<file path="src/design/rscp_defs.vh">
// Constants for the reader serial command parser
`ifndef RSCP_DEFS_VH
`define RSCP_DEFS_VH

// ----------------------------------------
// Framing characters
// ----------------------------------------
`define RSCP_CH_BANG 8'h21
`define RSCP_CH_COMMA 8'h2C
`define RSCP_CH_EQ 8'h3D
`define RSCP_CH_CR 8'h0D
`define RSCP_CH_LF 8'h0A
`define RSCP_CH_ZERO 8'h30

// ----------------------------------------
// Command names as ASCII, first char in the top byte
// ----------------------------------------
`define RSCP_NAME_MAX 4'hB
`define RSCP_NM_TRIG 56'h54524947474552
`define RSCP_LEN_TRIG 4'h7
`define RSCP_NM_RUN 24'h52554E
`define RSCP_LEN_RUN 4'h3
`define RSCP_NM_SETUP 40'h5345545550
`define RSCP_LEN_SETUP 4'h5
`define RSCP_NM_OFF 56'h4F46464C494E45
`define RSCP_LEN_OFF 4'h7
`define RSCP_NM_EXP 88'h5345545845504F53555245
`define RSCP_LEN_EXP 4'hB
`define RSCP_NM_GAIN 56'h5345544741494E
`define RSCP_LEN_GAIN 4'h7

// ----------------------------------------
// Operating modes and their reset value
// ----------------------------------------
`define RSCP_MODE_RUN 2'h0
`define RSCP_MODE_SETUP 2'h1
`define RSCP_MODE_OFF 2'h2
`define RSCP_MODE_RST 2'h0

// ----------------------------------------
// Response codes
// ----------------------------------------
`define RSCP_ERR_OK 7'h00
`define RSCP_ERR_NOJOB 7'h01
`define RSCP_ERR_CAP 7'h02
`define RSCP_ERR_RANGE 7'h03
`define RSCP_ERR_MODE 7'h04
`define RSCP_ERR_FMT 7'h65

`endif

</file>
<file path="src/design/rscp_parser.v">
// Text command parser: framing, mode control, soft trigger, capture settings, echo
`timescale 1ns/100ps
`include "rscp_defs.vh"

// Function
// A command is '!' plus name, ended by CR; nothing else is recognised.
// Commas separate the name from the first argument and arguments from each other.
// Reply is '!', name, '=', decimal code, CR, LF; zero means success.
// Host waits up to five seconds for slow set-up replies.
// Trigger acts only in run or setup; ack first, read cycle afterwards.
// Run mode allows job change, refuses parameter changes.
// Setup mode refuses job change, allows parameter changes.
// Offline stops the job, ignores triggers, allows job change, refuses parameters.
// Mode and trigger commands take no arguments and always answer zero.
// Exposure command writes value two into capture named by one-based argument one.
// Gain command writes value two into capture named by one-based argument one.
// Setting commands answer 1 no job, 2 bad capture, 3 range, 101 format.
// Commands arrive on the same channels that carry result data.
// Reply goes back on the command's channel; one command at a time.
module rscp_parser #(
    parameter NUM_CAPTURES = 8,
    parameter [15:0] EXP_MAX = 16'h2710,
    parameter [15:0] GAIN_MAX = 16'h0064,
    parameter CHAN_W = 2
)(
    input wire i_clk,
    input wire i_sys_rst,
    input wire i_rx_valid,
    input wire [7:0] i_rx_data,
    input wire [CHAN_W-1:0] i_rx_chan,
    output reg o_rx_ready,
    output reg o_tx_valid,
    output reg [7:0] o_tx_data,
    output reg [CHAN_W-1:0] o_tx_chan,
    input wire i_tx_ready,
    input wire i_job_loaded,
    output reg [1:0] o_mode,
    output reg o_job_change_ok,
    output reg o_param_change_ok,
    output reg o_read_start,
    output reg o_param_we,
    output reg o_param_is_gain,
    output reg [7:0] o_param_cap,
    output reg [15:0] o_param_val
);

    // ----------------------------------------
    // States and commands
    // ----------------------------------------
    localparam [2:0] S_IDLE = 3'h0;
    localparam [2:0] S_NAME = 3'h1;
    localparam [2:0] S_ARG = 3'h2;
    localparam [2:0] S_EXEC = 3'h3;
    localparam [2:0] S_TX = 3'h4;

    localparam [2:0] C_NONE = 3'h0;
    localparam [2:0] C_TRIG = 3'h1;
    localparam [2:0] C_RUN = 3'h2;
    localparam [2:0] C_SETUP = 3'h3;
    localparam [2:0] C_OFF = 3'h4;
    localparam [2:0] C_EXP = 3'h5;
    localparam [2:0] C_GAIN = 3'h6;

    reg [2:0] state_r;
    reg [CHAN_W-1:0] chan_r;
    reg [87:0] name_r;
    reg [3:0] len_r;
    reg name_ovf_r;
    reg [1:0] arg_cnt_r;
    reg [15:0] arg1_r;
    reg [15:0] arg2_r;
    reg arg1_ovf_r;
    reg arg2_ovf_r;
    reg fmt_err_r;
    reg trig_pend_r;
    reg [4:0] tx_step_r;
    reg [1:0] ndig_r;
    reg [3:0] dig0_r;
    reg [3:0] dig1_r;
    reg [3:0] dig2_r;

    wire rx_take;
    wire same_chan;
    wire is_digit;
    reg [2:0] cmd;
    reg [6:0] code;
    reg [7:0] tx_byte;
    reg [4:0] tx_total;

    // Bytes come from the link stack on this clock, so no synchroniser
    assign rx_take = i_rx_valid & o_rx_ready;
    assign same_chan = (i_rx_chan == chan_r);
    assign is_digit = (i_rx_data >= 8'h30) && (i_rx_data <= 8'h39);

    // ----------------------------------------
    // Decimal accumulation of the current argument
    // ----------------------------------------
    wire [15:0] acc_cur = (arg_cnt_r == 2'h1) ? arg1_r : arg2_r;
    wire [19:0] acc_prod = {4'h0, acc_cur} * 20'h0000A + {16'h0000, i_rx_data[3:0]};
    wire [16:0] acc_nxt = {(|acc_prod[19:16]), acc_prod[15:0]}; // Top bit flags overflow

    // ----------------------------------------
    // Name decode; lengths must match so a prefix never aliases
    // ----------------------------------------
    always @*
    begin
        cmd = C_NONE;
        if (name_ovf_r)
            cmd = C_NONE;
        else if (len_r == `RSCP_LEN_TRIG && name_r[55:0] == `RSCP_NM_TRIG)
            cmd = C_TRIG;
        else if (len_r == `RSCP_LEN_RUN && name_r[23:0] == `RSCP_NM_RUN)
            cmd = C_RUN;
        else if (len_r == `RSCP_LEN_SETUP && name_r[39:0] == `RSCP_NM_SETUP)
            cmd = C_SETUP;
        else if (len_r == `RSCP_LEN_OFF && name_r[55:0] == `RSCP_NM_OFF)
            cmd = C_OFF;
        else if (len_r == `RSCP_LEN_EXP && name_r == `RSCP_NM_EXP)
            cmd = C_EXP;
        else if (len_r == `RSCP_LEN_GAIN && name_r[55:0] == `RSCP_NM_GAIN)
            cmd = C_GAIN;
    end

    // ----------------------------------------
    // Answer code, checks taken in a fixed priority
    // ----------------------------------------
    always @*
    begin
        code = `RSCP_ERR_OK;
        if (cmd == C_EXP || cmd == C_GAIN)
        begin
            if (arg_cnt_r < 2'h2 || fmt_err_r)
                code = `RSCP_ERR_FMT;
            else if (!i_job_loaded)
                code = `RSCP_ERR_NOJOB;
            else if (arg1_ovf_r || arg1_r == 16'h0000 || arg1_r > NUM_CAPTURES)
                code = `RSCP_ERR_CAP;
            else if (arg2_ovf_r || arg2_r > ((cmd == C_EXP) ? EXP_MAX : GAIN_MAX))
                code = `RSCP_ERR_RANGE;
            else if (o_mode != `RSCP_MODE_SETUP)
                code = `RSCP_ERR_MODE;
        end
    end

    // Decimal digits of the code; quotients are cut to four bits on purpose
    wire [6:0] code_low = (code >= 7'h64) ? code - 7'h64 : code;
    wire [6:0] code_tens = code_low / 7'h0A;
    wire [6:0] code_ones = code_low % 7'h0A;
    wire [3:0] code_lead = (code >= 7'h64) ? 4'h1
        : ((code >= 7'h0A) ? code_tens[3:0] : code_ones[3:0]);

    // ----------------------------------------
    // Reply byte for the current step: '!' name '=' digits CR LF
    // ----------------------------------------
    always @*
    begin
        tx_total = {1'b0, len_r} + {3'h0, ndig_r} + 5'h04;
        tx_byte = `RSCP_CH_LF;
        if (tx_step_r == 5'h00)
            tx_byte = `RSCP_CH_BANG;
        else if (tx_step_r <= {1'b0, len_r})
            tx_byte = name_r[8*(len_r - tx_step_r[3:0]) +: 8];
        else if (tx_step_r == {1'b0, len_r} + 5'h01)
            tx_byte = `RSCP_CH_EQ;
        else if (tx_step_r == {1'b0, len_r} + 5'h02)
            tx_byte = `RSCP_CH_ZERO + {4'h0, dig0_r};
        else if (tx_step_r <= {1'b0, len_r} + {3'h0, ndig_r} + 5'h01)
            tx_byte = `RSCP_CH_ZERO + {4'h0, (tx_step_r == {1'b0, len_r} + 5'h03) ? dig1_r : dig2_r};
        else if (tx_step_r == {1'b0, len_r} + {3'h0, ndig_r} + 5'h02)
            tx_byte = `RSCP_CH_CR;
    end

    // ----------------------------------------
    // Main sequencer
    // ----------------------------------------
    // Input stalls from frame end until the reply's LF goes: one command in flight, no buffer
    always @(posedge i_clk)
    begin
        if (i_sys_rst)
        begin
            state_r <= S_IDLE;
            chan_r <= {CHAN_W{1'b0}};
            name_r <= 88'h0;
            len_r <= 4'h0;
            name_ovf_r <= 1'b0;
            arg_cnt_r <= 2'h0;
            arg1_r <= 16'h0000;
            arg2_r <= 16'h0000;
            arg1_ovf_r <= 1'b0;
            arg2_ovf_r <= 1'b0;
            fmt_err_r <= 1'b0;
            trig_pend_r <= 1'b0;
            tx_step_r <= 5'h00;
            ndig_r <= 2'h1;
            dig0_r <= 4'h0;
            dig1_r <= 4'h0;
            dig2_r <= 4'h0;
            o_rx_ready <= 1'b1;
            o_tx_valid <= 1'b0;
            o_tx_data <= 8'h00;
            o_tx_chan <= {CHAN_W{1'b0}};
            o_mode <= `RSCP_MODE_RST;
            o_job_change_ok <= 1'b1;
            o_param_change_ok <= 1'b0;
            o_read_start <= 1'b0;
            o_param_we <= 1'b0;
            o_param_is_gain <= 1'b0;
            o_param_cap <= 8'h00;
            o_param_val <= 16'h0000;
        end
        else
        begin
            o_read_start <= 1'b0;
            o_param_we <= 1'b0;
            case (state_r)
                S_IDLE, S_NAME, S_ARG:
                begin
                    if (rx_take && (state_r == S_IDLE || same_chan || i_rx_data == `RSCP_CH_BANG))
                    begin
                        if (i_rx_data == `RSCP_CH_BANG)
                        begin
                            // A fresh '!' restarts framing on any channel
                            state_r <= S_NAME;
                            chan_r <= i_rx_chan;
                            name_r <= 88'h0;
                            len_r <= 4'h0;
                            name_ovf_r <= 1'b0;
                            arg_cnt_r <= 2'h0;
                            arg1_r <= 16'h0000;
                            arg2_r <= 16'h0000;
                            arg1_ovf_r <= 1'b0;
                            arg2_ovf_r <= 1'b0;
                            fmt_err_r <= 1'b0;
                        end
                        else if (state_r == S_IDLE)
                            state_r <= S_IDLE; // Text outside a frame is dropped
                        else if (i_rx_data == `RSCP_CH_CR)
                        begin
                            state_r <= S_EXEC;
                            o_rx_ready <= 1'b0;
                        end
                        else if (i_rx_data == `RSCP_CH_COMMA)
                        begin
                            state_r <= S_ARG;
                            if (arg_cnt_r != 2'h3)
                                arg_cnt_r <= arg_cnt_r + 2'h1;
                        end
                        else if (state_r == S_NAME)
                        begin
                            if (len_r == `RSCP_NAME_MAX)
                                name_ovf_r <= 1'b1;
                            else
                            begin
                                name_r <= {name_r[79:0], i_rx_data};
                                len_r <= len_r + 4'h1;
                            end
                        end
                        else if (!is_digit)
                            fmt_err_r <= 1'b1;
                        else if (arg_cnt_r == 2'h1)
                        begin
                            arg1_r <= acc_nxt[15:0];
                            arg1_ovf_r <= arg1_ovf_r | acc_nxt[16];
                        end
                        else if (arg_cnt_r == 2'h2)
                        begin
                            arg2_r <= acc_nxt[15:0];
                            arg2_ovf_r <= arg2_ovf_r | acc_nxt[16];
                        end
                    end
                end
                S_EXEC:
                begin
                    if (cmd == C_NONE)
                    begin
                        // Unknown names get no reply and free the input
                        state_r <= S_IDLE;
                        o_rx_ready <= 1'b1;
                    end
                    else
                    begin
                        state_r <= S_TX;
                        tx_step_r <= 5'h00;
                        o_tx_chan <= chan_r;
                        ndig_r <= (code >= 7'h64) ? 2'h3 : ((code >= 7'h0A) ? 2'h2 : 2'h1);
                        dig0_r <= code_lead;
                        dig1_r <= (code >= 7'h64) ? code_tens[3:0] : code_ones[3:0];
                        dig2_r <= code_ones[3:0];
                        // Trigger fires only from run or setup
                        trig_pend_r <= (cmd == C_TRIG) && (o_mode != `RSCP_MODE_OFF);
                        // A mode command sets the mode and both permission flags together
                        if (cmd == C_RUN || cmd == C_SETUP || cmd == C_OFF)
                        begin
                            o_mode <= (cmd == C_SETUP) ? `RSCP_MODE_SETUP
                                : ((cmd == C_RUN) ? `RSCP_MODE_RUN : `RSCP_MODE_OFF);
                            o_job_change_ok <= (cmd != C_SETUP);
                            o_param_change_ok <= (cmd == C_SETUP);
                        end
                        if ((cmd == C_EXP || cmd == C_GAIN) && code == `RSCP_ERR_OK)
                        begin
                            o_param_we <= 1'b1;
                            o_param_is_gain <= (cmd == C_GAIN);
                            o_param_cap <= arg1_r[7:0];
                            o_param_val <= arg2_r;
                        end
                    end
                end
                S_TX:
                begin
                    if (!o_tx_valid || i_tx_ready)
                    begin
                        if (tx_step_r == tx_total)
                        begin
                            // Read cycle only after the ack is fully handed off
                            o_tx_valid <= 1'b0;
                            o_read_start <= trig_pend_r;
                            trig_pend_r <= 1'b0;
                            state_r <= S_IDLE;
                            o_rx_ready <= 1'b1;
                        end
                        else
                        begin
                            o_tx_valid <= 1'b1;
                            o_tx_data <= tx_byte;
                            tx_step_r <= tx_step_r + 5'h01;
                        end
                    end
                end
                default:
                begin
                    state_r <= S_IDLE;
                    o_rx_ready <= 1'b1;
                    o_tx_valid <= 1'b0;
                end
            endcase
        end
    end

endmodule

</file>
<file path="config.mk">
export PLATFORM = sky130hd
export DESIGN_NAME = rscp_parser
export DESIGN_NICKNAME = d
export VERILOG_FILES = /design/src/design/rscp_parser.v
export VERILOG_INCLUDE_DIRS = /design/src /design/src/design
export SDC_FILE = /design/constraint.sdc
export NUM_CORES = 1
export LEC_CHECK = 0
export ABC_AREA = 1
export ABC_CLOCK_PERIOD_IN_PS = 5300
export BUFFER_PORTS_ARGS = -buffer_cell sky130_fd_sc_hd__buf_2
export CORE_ASPECT_RATIO = 0.9
export CORE_MARGIN = 3
export CORE_UTILIZATION = 45
export DETAILED_ROUTE_END_ITERATION = 6
export SYNTH_ARGS = -nofsm -noshare
export SYNTH_HDL_FRONTEND = slang
export SYNTH_SLANG_ARGS = --single-unit
</file>
<file path="constraint.sdc">
create_clock -name i_clk -period 5.3 [get_ports i_clk]
set_clock_uncertainty 0.05 [all_clocks]
set_input_delay 0.265 -clock i_clk [delete_from_list [all_inputs] [get_ports i_clk]]
set_output_delay 0.265 -clock i_clk [all_outputs]
set_load 0.01 [all_outputs]
</file>
==> impl_metrics.ini, run 1 <==
[worst_setup_path]
crit_type = flip-flop to flip-flop
crit_path_max_incr_delay_ns = 0.35
arrival_ns = 5.54
path_common_cell = nand2_2
startpoint_type = flip-flop
required_ns = 5.54
path_max_fanout = 8
slowest_stage = dfxtp_2
cp-end-kind = flip-flop

[timing]
maxSlewViolCount = 0
slew_headroom = 0.256
tns_ns = 0
setup_viol = 0
grt_setup_unrepaired = yes
fin_crit_sh = 0.999
fin_crit_ns = 5.29
worstMarginPinSlew_ns = 1.12
hold_viol = 0
max_freq_mhz = 189
finalHoldWorstSlack_ns = 0.0278

[routing]
wl_mm = 41.7
first_pass_iters = 6
ant_nets = 0
drt_iter0_drc = 1396
drc = 0
vias = 13000
post_drt_wl_per_cell_um = 17.6
via_per_inst = 5.52

[die]
rows = 57
initial_core_util = 0.458
core_um2 = 27100
die_area_um2 = 29600
io_pins = 58
die_x_um = 181
fp.dieH_um = 164

[global_route]
grt_pass1_wl_mm = 64.5
overflow = 0
antenna_found_initial = 0
grt_max_degree = 94
grt_pass1_vias = 11700
grt_util_all_layers = 0.271

[final_layout]
drive_above_1_share = 0.220
final_cell_mix = 235 x nor2_1, 231 x nand2_1, 198 x inv_1
nets = 2089
antenna_cells = 0
final_common_cell = nor2_1
post-route-util = 0.565
area_growth_pct = 23.4

[clock_tree]
htree_levels = 4
clockBufferDepth = 2
clk_latency_ns = 0.45
cts_root_buf = clkbuf_16
cts_sinks = 197
cts_made_buffers = 17
tritoncts = done
holdBufCountCts = 0
clk_pin_slew_worst_paths_ns = 0.07

[outcome]
status = finished, final reports clean

[yosys]
synth_flop_cell = dfxtp_1
synth_nets = 1916
ys_ff_latch = 197
synth.avg_cell_area_um2 = 6.81
ys_types = 55
synth_edf_count = 0
synth_cells = 1824
yosysWarnings = 0
syn_area_um2 = 12400
synth-seq-area-share = 0.318
synthArstFlopShare = 0

[hold_path]
min_path_type = primary input to flip-flop

[placement]
dp_hpwl_mm = 30.5
port_buffers = 57
place_congestion = 0.991

[run]
maxCapViolCount = 0

[power_and_ir_drop]
powerDensity_nw_per_um2 = 213
power.leakage_nw = 6.44
vdd.ir_drop.worst_mv = 0.225
## routing by layer
metal / up-vias / wire length (µm) / global-route usage
li1: 6499 / - / -
met1: 6056 / 20300 / 0.406
met2: 429 / 17600 / 0.397
met3: 49 / 3080 / 0.0541
met4: 0 / 696 / 0.0678
met5: - / 0 / 0
## where the power goes
| group | switching (W) | total (W) | internal (W) |
|---|---|---|---|
| sequential | 0.0000152 | 0.00151 | 0.00150 |
| combinational | 0.000279 | 0.000383 | 0.000104 |
| clock | 0.000652 | 0.00137 | 0.000719 |
| total | 0.000946 | 0.00326 | 0.00232 |
## what timing repair did
| action | CTS | global route |
|---|---|---|
| endpoints found under the setup margin | 10 | 10 |
| pin swaps | 0 | 58 |
| gates resized for setup | 2 | 144 |
| buffers inserted | 0 | 15 |
## critical path, delay by kind of cell, from the launching register on
kind	cells	cell delay, ns
flip-flops	1	0.35
buffers and inverters	5	0.70
AO/OA/AOI/OAI	6	0.91
adder cells (fa/ha/maj)	4	0.81
AND/OR/NAND/NOR	21	2.29
## sequential cells by signal, indices dropped and copies added, names as in the netlist, 2 cells and up
register and count:
tx_step_r 5, arg2_r 16, dig0_r 4, state_r 3
dig2_r 4, o_param_val 16, len_r 4, name_r 88
dig1_r 4, arg1_r 16, o_tx_data 8, chan_r 2
o_mode 2, o_param_cap 8, o_tx_chan 2, ndig_r 2
arg_cnt_r 2
## kinds of logic after synthesis
| logic type | Yosys count | share of synthesized area |
|---|---|---|
| AND/OR/NAND/NOR | 754 | 0.269 |
| AO/OA/AOI/OAI | 448 | 0.211 |
| buffers and inverters | 311 | 0.0959 |
| flip-flops | 197 | 0.318 |
| adder cells (fa/ha/maj) | 77 | 0.0800 |
| XOR/XNOR | 35 | 0.0247 |
| multiplexers | 2 | 0.00171 |
## metrics by stage
step	cells	area, µm²	setup WS, ns	total power [W]
floorplan	1824	12400	0.0807	0.00179
global placement	2317	14100	0.000179	0.00191
detailed placement	2317	14100	-0.0368	0.00191
CTS	2348	14700	0.0174	0.00328
global route	2363	15300	-0.268	0.00339
finish	2363	15300	0.00559	0.00326
## synthesized netlist by cell type, drive strengths merged, types with 2 or more instances
cell type    n  area share
clkbuf      61       0.018
buf         15      0.0063
or2          4      0.0020
nor4b        2      0.0014
nor4        21       0.012
clkinv       3     0.00091
nor2       274       0.086
nor3        43       0.018
o41ai        2      0.0014
nand3      104       0.044
o21bai       4      0.0024
a22oi       85       0.051
a211oi      17       0.010
or4          2      0.0012
a31oi        4      0.0020
o21ai      159       0.064
a21oi      149       0.061
xnor2        9      0.0064
ha          73       0.074
a311oi       3      0.0021
a32oi        2      0.0014
nand3b       3      0.0018
nor3b        8      0.0048
inv        232       0.070
o31ai        2      0.0012
fa           4      0.0065
o211ai      10      0.0060
o221ai       3      0.0021
nand4       25       0.013
a2111oi      2      0.0014
nand2      267       0.084
o2111ai      2      0.0014
dfxtp      197        0.32
xor2        26       0.018
## layout make-up
cell class	count	area (µm²)
repair buffers	230	1610
multi-input cells	1316	7790
clock inverters	14	185
fillers	2694	11800
well taps	354	443
clock buffers	17	425
flip-flops and latches	197	3970
inverters	235	887
## worst paths after layout
path	startpoint	end	slack [ns]	cells past startpoint
max	len_r[0]$_SDFFE_PP0P_	dig2_r[1]$_SDFFE_PP0P_	0.006	36
min	i_rx_data[6]	name_r[6]$_SDFFE_PP0P_	0.03	3
max reg2reg	len_r[0]$_SDFFE_PP0P_	dig2_r[1]$_SDFFE_PP0P_	0.006	36
min reg2reg	arg1_ovf_r$_SDFFE_PP0P_	arg1_ovf_r$_SDFFE_PP0P_	0.41	2
(Power assumes the default switching activity.)
==> run 2, diff against run 1 <==
--- a/config.mk
+++ b/config.mk
@@ -10,9 +10,10 @@
 export ABC_CLOCK_PERIOD_IN_PS = 5300
 export BUFFER_PORTS_ARGS = -buffer_cell sky130_fd_sc_hd__buf_2
 export CORE_ASPECT_RATIO = 0.9
-export CORE_MARGIN = 3
+export CORE_MARGIN = 2
 export CORE_UTILIZATION = 45
 export DETAILED_ROUTE_END_ITERATION = 6
+export PLACE_DENSITY = 0.72
 export SYNTH_ARGS = -nofsm -noshare
 export SYNTH_HDL_FRONTEND = slang
 export SYNTH_SLANG_ARGS = --single-unit
==> run 2 against run 1 <==
  * Global-route usage is 0.26 points higher
  * Critical path type unchanged
  * Final area decreased by 4.3%
  * Setup slack improved by 0.013 ns
  * Via count fell by 0.18%
  * Highest routed layer is now met5
  * Register-to-register slack barely moved
==> impl_metrics.ini, run 2 (synthesis gave the netlist of run 1 again) <==
[timing]
fin_crit_sh = 0.996
fin_crit_ns = 5.28
tns_ns = 0
maxSlewViolCount = 0
grt_setup_unrepaired = yes
timing.final.ws_setup_ns = 0.0186
finalHoldWorstSlack_ns = 0.0234
setup_viol = 0
worstMarginPinSlew_ns = 0.996
slew_headroom = 0.336
hold_viol = 0
max_freq_mhz = 189

[clock_tree]
clockBufferDepth = 2
holdBufCountCts = 0
cts_made_buffers = 17
cts_root_buf = clkbuf_16
cts_sinks = 197
htree_levels = 4
clk_latency_ns = 0.46
tritoncts = done
clk_pin_slew_worst_paths_ns = 0.09

[worst_setup_path]
startpoint_type = flip-flop
arrival_ns = 5.57
reg2regPathDepth = 44
cp.depth = 44
path_common_cell = nand2_2
timing.rr.end = dig0_r[3]$_SDFFE_PP0P_
worst_path_dominant_cell_family = simple AND/OR/NAND/NOR gates
r2r_slack_ns = 0.02
crit_path_max_incr_delay_ns = 0.33
path_max_fanout = 7
cp-end-kind = flip-flop
critPathLaunch = name_r[85]$_SDFFE_PP0P_
crit_type = flip-flop to flip-flop
path_buf_inv = 5
r2r_start = name_r[85]$_SDFFE_PP0P_
required_ns = 5.59
slowest_stage = dfxtp_1
critPathCapture = dig0_r[3]$_SDFFE_PP0P_

[global_route]
grt_pass1_wl_mm = 63.0
grt_pass1_vias = 11800
grt_util_all_layers = 0.274
antenna_found_initial = 1
grt_max_degree = 86
overflow = 0

[routing]
wl_mm = 39.9
first_pass_iters = 6
ant_nets = 0
drt_iter0_drc = 1451
vias = 13000
drc = 0
via_per_inst = 5.66
post_drt_wl_per_cell_um = 17.4

[placement]
placed_area_um2 = 13600
post-place-ws_ns = -0.206
dp_hpwl_mm = 29.2
place_inst = 2257
port_buffers = 57
place_congestion = 1.00

[final_layout]
nets = 2025
final_cell_mix = 238 x nor2_1, 237 x nand2_1, 205 x inv_1
antenna_cells = 0
stdcell_area_um2 = 14700
area_growth_pct = 18.1
drive_above_1_share = 0.180
top_register = name_r
final_cells = 2300
largest_reg_flops = 88
final_common_cell = nor2_1

[hold_path]
min_path_type = primary input to flip-flop

[die]
die_x_um = 179
rows = 57
core_um2 = 27000
fp.dieH_um = 162
io_pins = 58
initial_core_util = 0.459
die_area_um2 = 28900

[power_and_ir_drop]
powerDensity_nw_per_um2 = 221
vdd.ir_drop.worst_mv = 0.203
power.leakage_nw = 6.08

[outcome]
status = finished, final reports clean

[run]
maxCapViolCount = 0
[run 2: cell types whose count changed in the layout (fill, tap and decap cells not counted), sizes merged]
cell / before / now
buf: 230 / 166
clkinvlp: 1 / 0
inv: 239 / 240
clkinv: 7 / 10
bufinv: 2 / 0
[run 2: worst min-delay path: stages]
cell	delay [ns]
buf_2	0.10
nand2_1	0.05
a21oi_1	0.05
[run 2: final cells by class]
class	instances	area (µm²)
well taps	354	443
clock inverters	15	191
flip-flops and latches	197	3970
inverters	235	882
multi-input cells	1316	7630
clock buffers	17	425
repair buffers	166	1110
fillers	2599	12400
[run 2: how the worst min path moves through the flow]
stage | startpoint | endpoint | slack, ns | depth (start not counted)
after floorplan | i_rx_data[6] | name_r[6]$_SDFFE_PP0P_ | 0.36 | 2
after global placement | ndig_r[0]$_SDFFE_PP1P_ | ndig_r[0]$_SDFFE_PP1P_ | 0.38 | 1
after detailed placement | ndig_r[0]$_SDFFE_PP1P_ | ndig_r[0]$_SDFFE_PP1P_ | 0.40 | 1
after CTS | i_rx_data[6] | name_r[6]$_SDFFE_PP0P_ | 0.02 | 3
after global routing | i_rx_data[6] | name_r[6]$_SDFFE_PP0P_ | 0.04 | 3
final | i_rx_data[6] | name_r[6]$_SDFFE_PP0P_ | 0.02 | 3
[run 2: through the flow]
| stage | util | power, W |
|---|---|---|
| 3_3_place_gp | 0.503 | 0.00190 |
| 4_1_cts | 0.530 | 0.00324 |
| 2_1_floorplan | - | 0.00179 |
| 3_5_place_dp | 0.503 | 0.00190 |
| 5_1_grt | 0.542 | 0.00336 |
| 6_report | 0.542 | 0.00324 |
[run 2: where the power goes]
group          internal (W)  switching (W)
Clock              0.000650       0.000712
Sequential          0.00150      0.0000160
Combinational     0.0000999       0.000269
Total               0.00225       0.000997
[run 2: routing by layer]
| metal | track usage | routed length (µm) | vias up |
|---|---|---|---|
| met4 | 0.0695 | 638 | 2 |
| met2 | 0.413 | 17700 | 463 |
| li1 | - | - | 6368 |
| met5 | 0 | 13 | - |
| met3 | 0.0480 | 2640 | 50 |
| met1 | 0.401 | 18900 | 6127 |
[run 2: what timing repair did]
item | CTS | global route
resized for setup | 23 | 83
setup endpoints to repair | 10 | 12
pin swaps | 9 | 28
setup buffers | 2 | 9
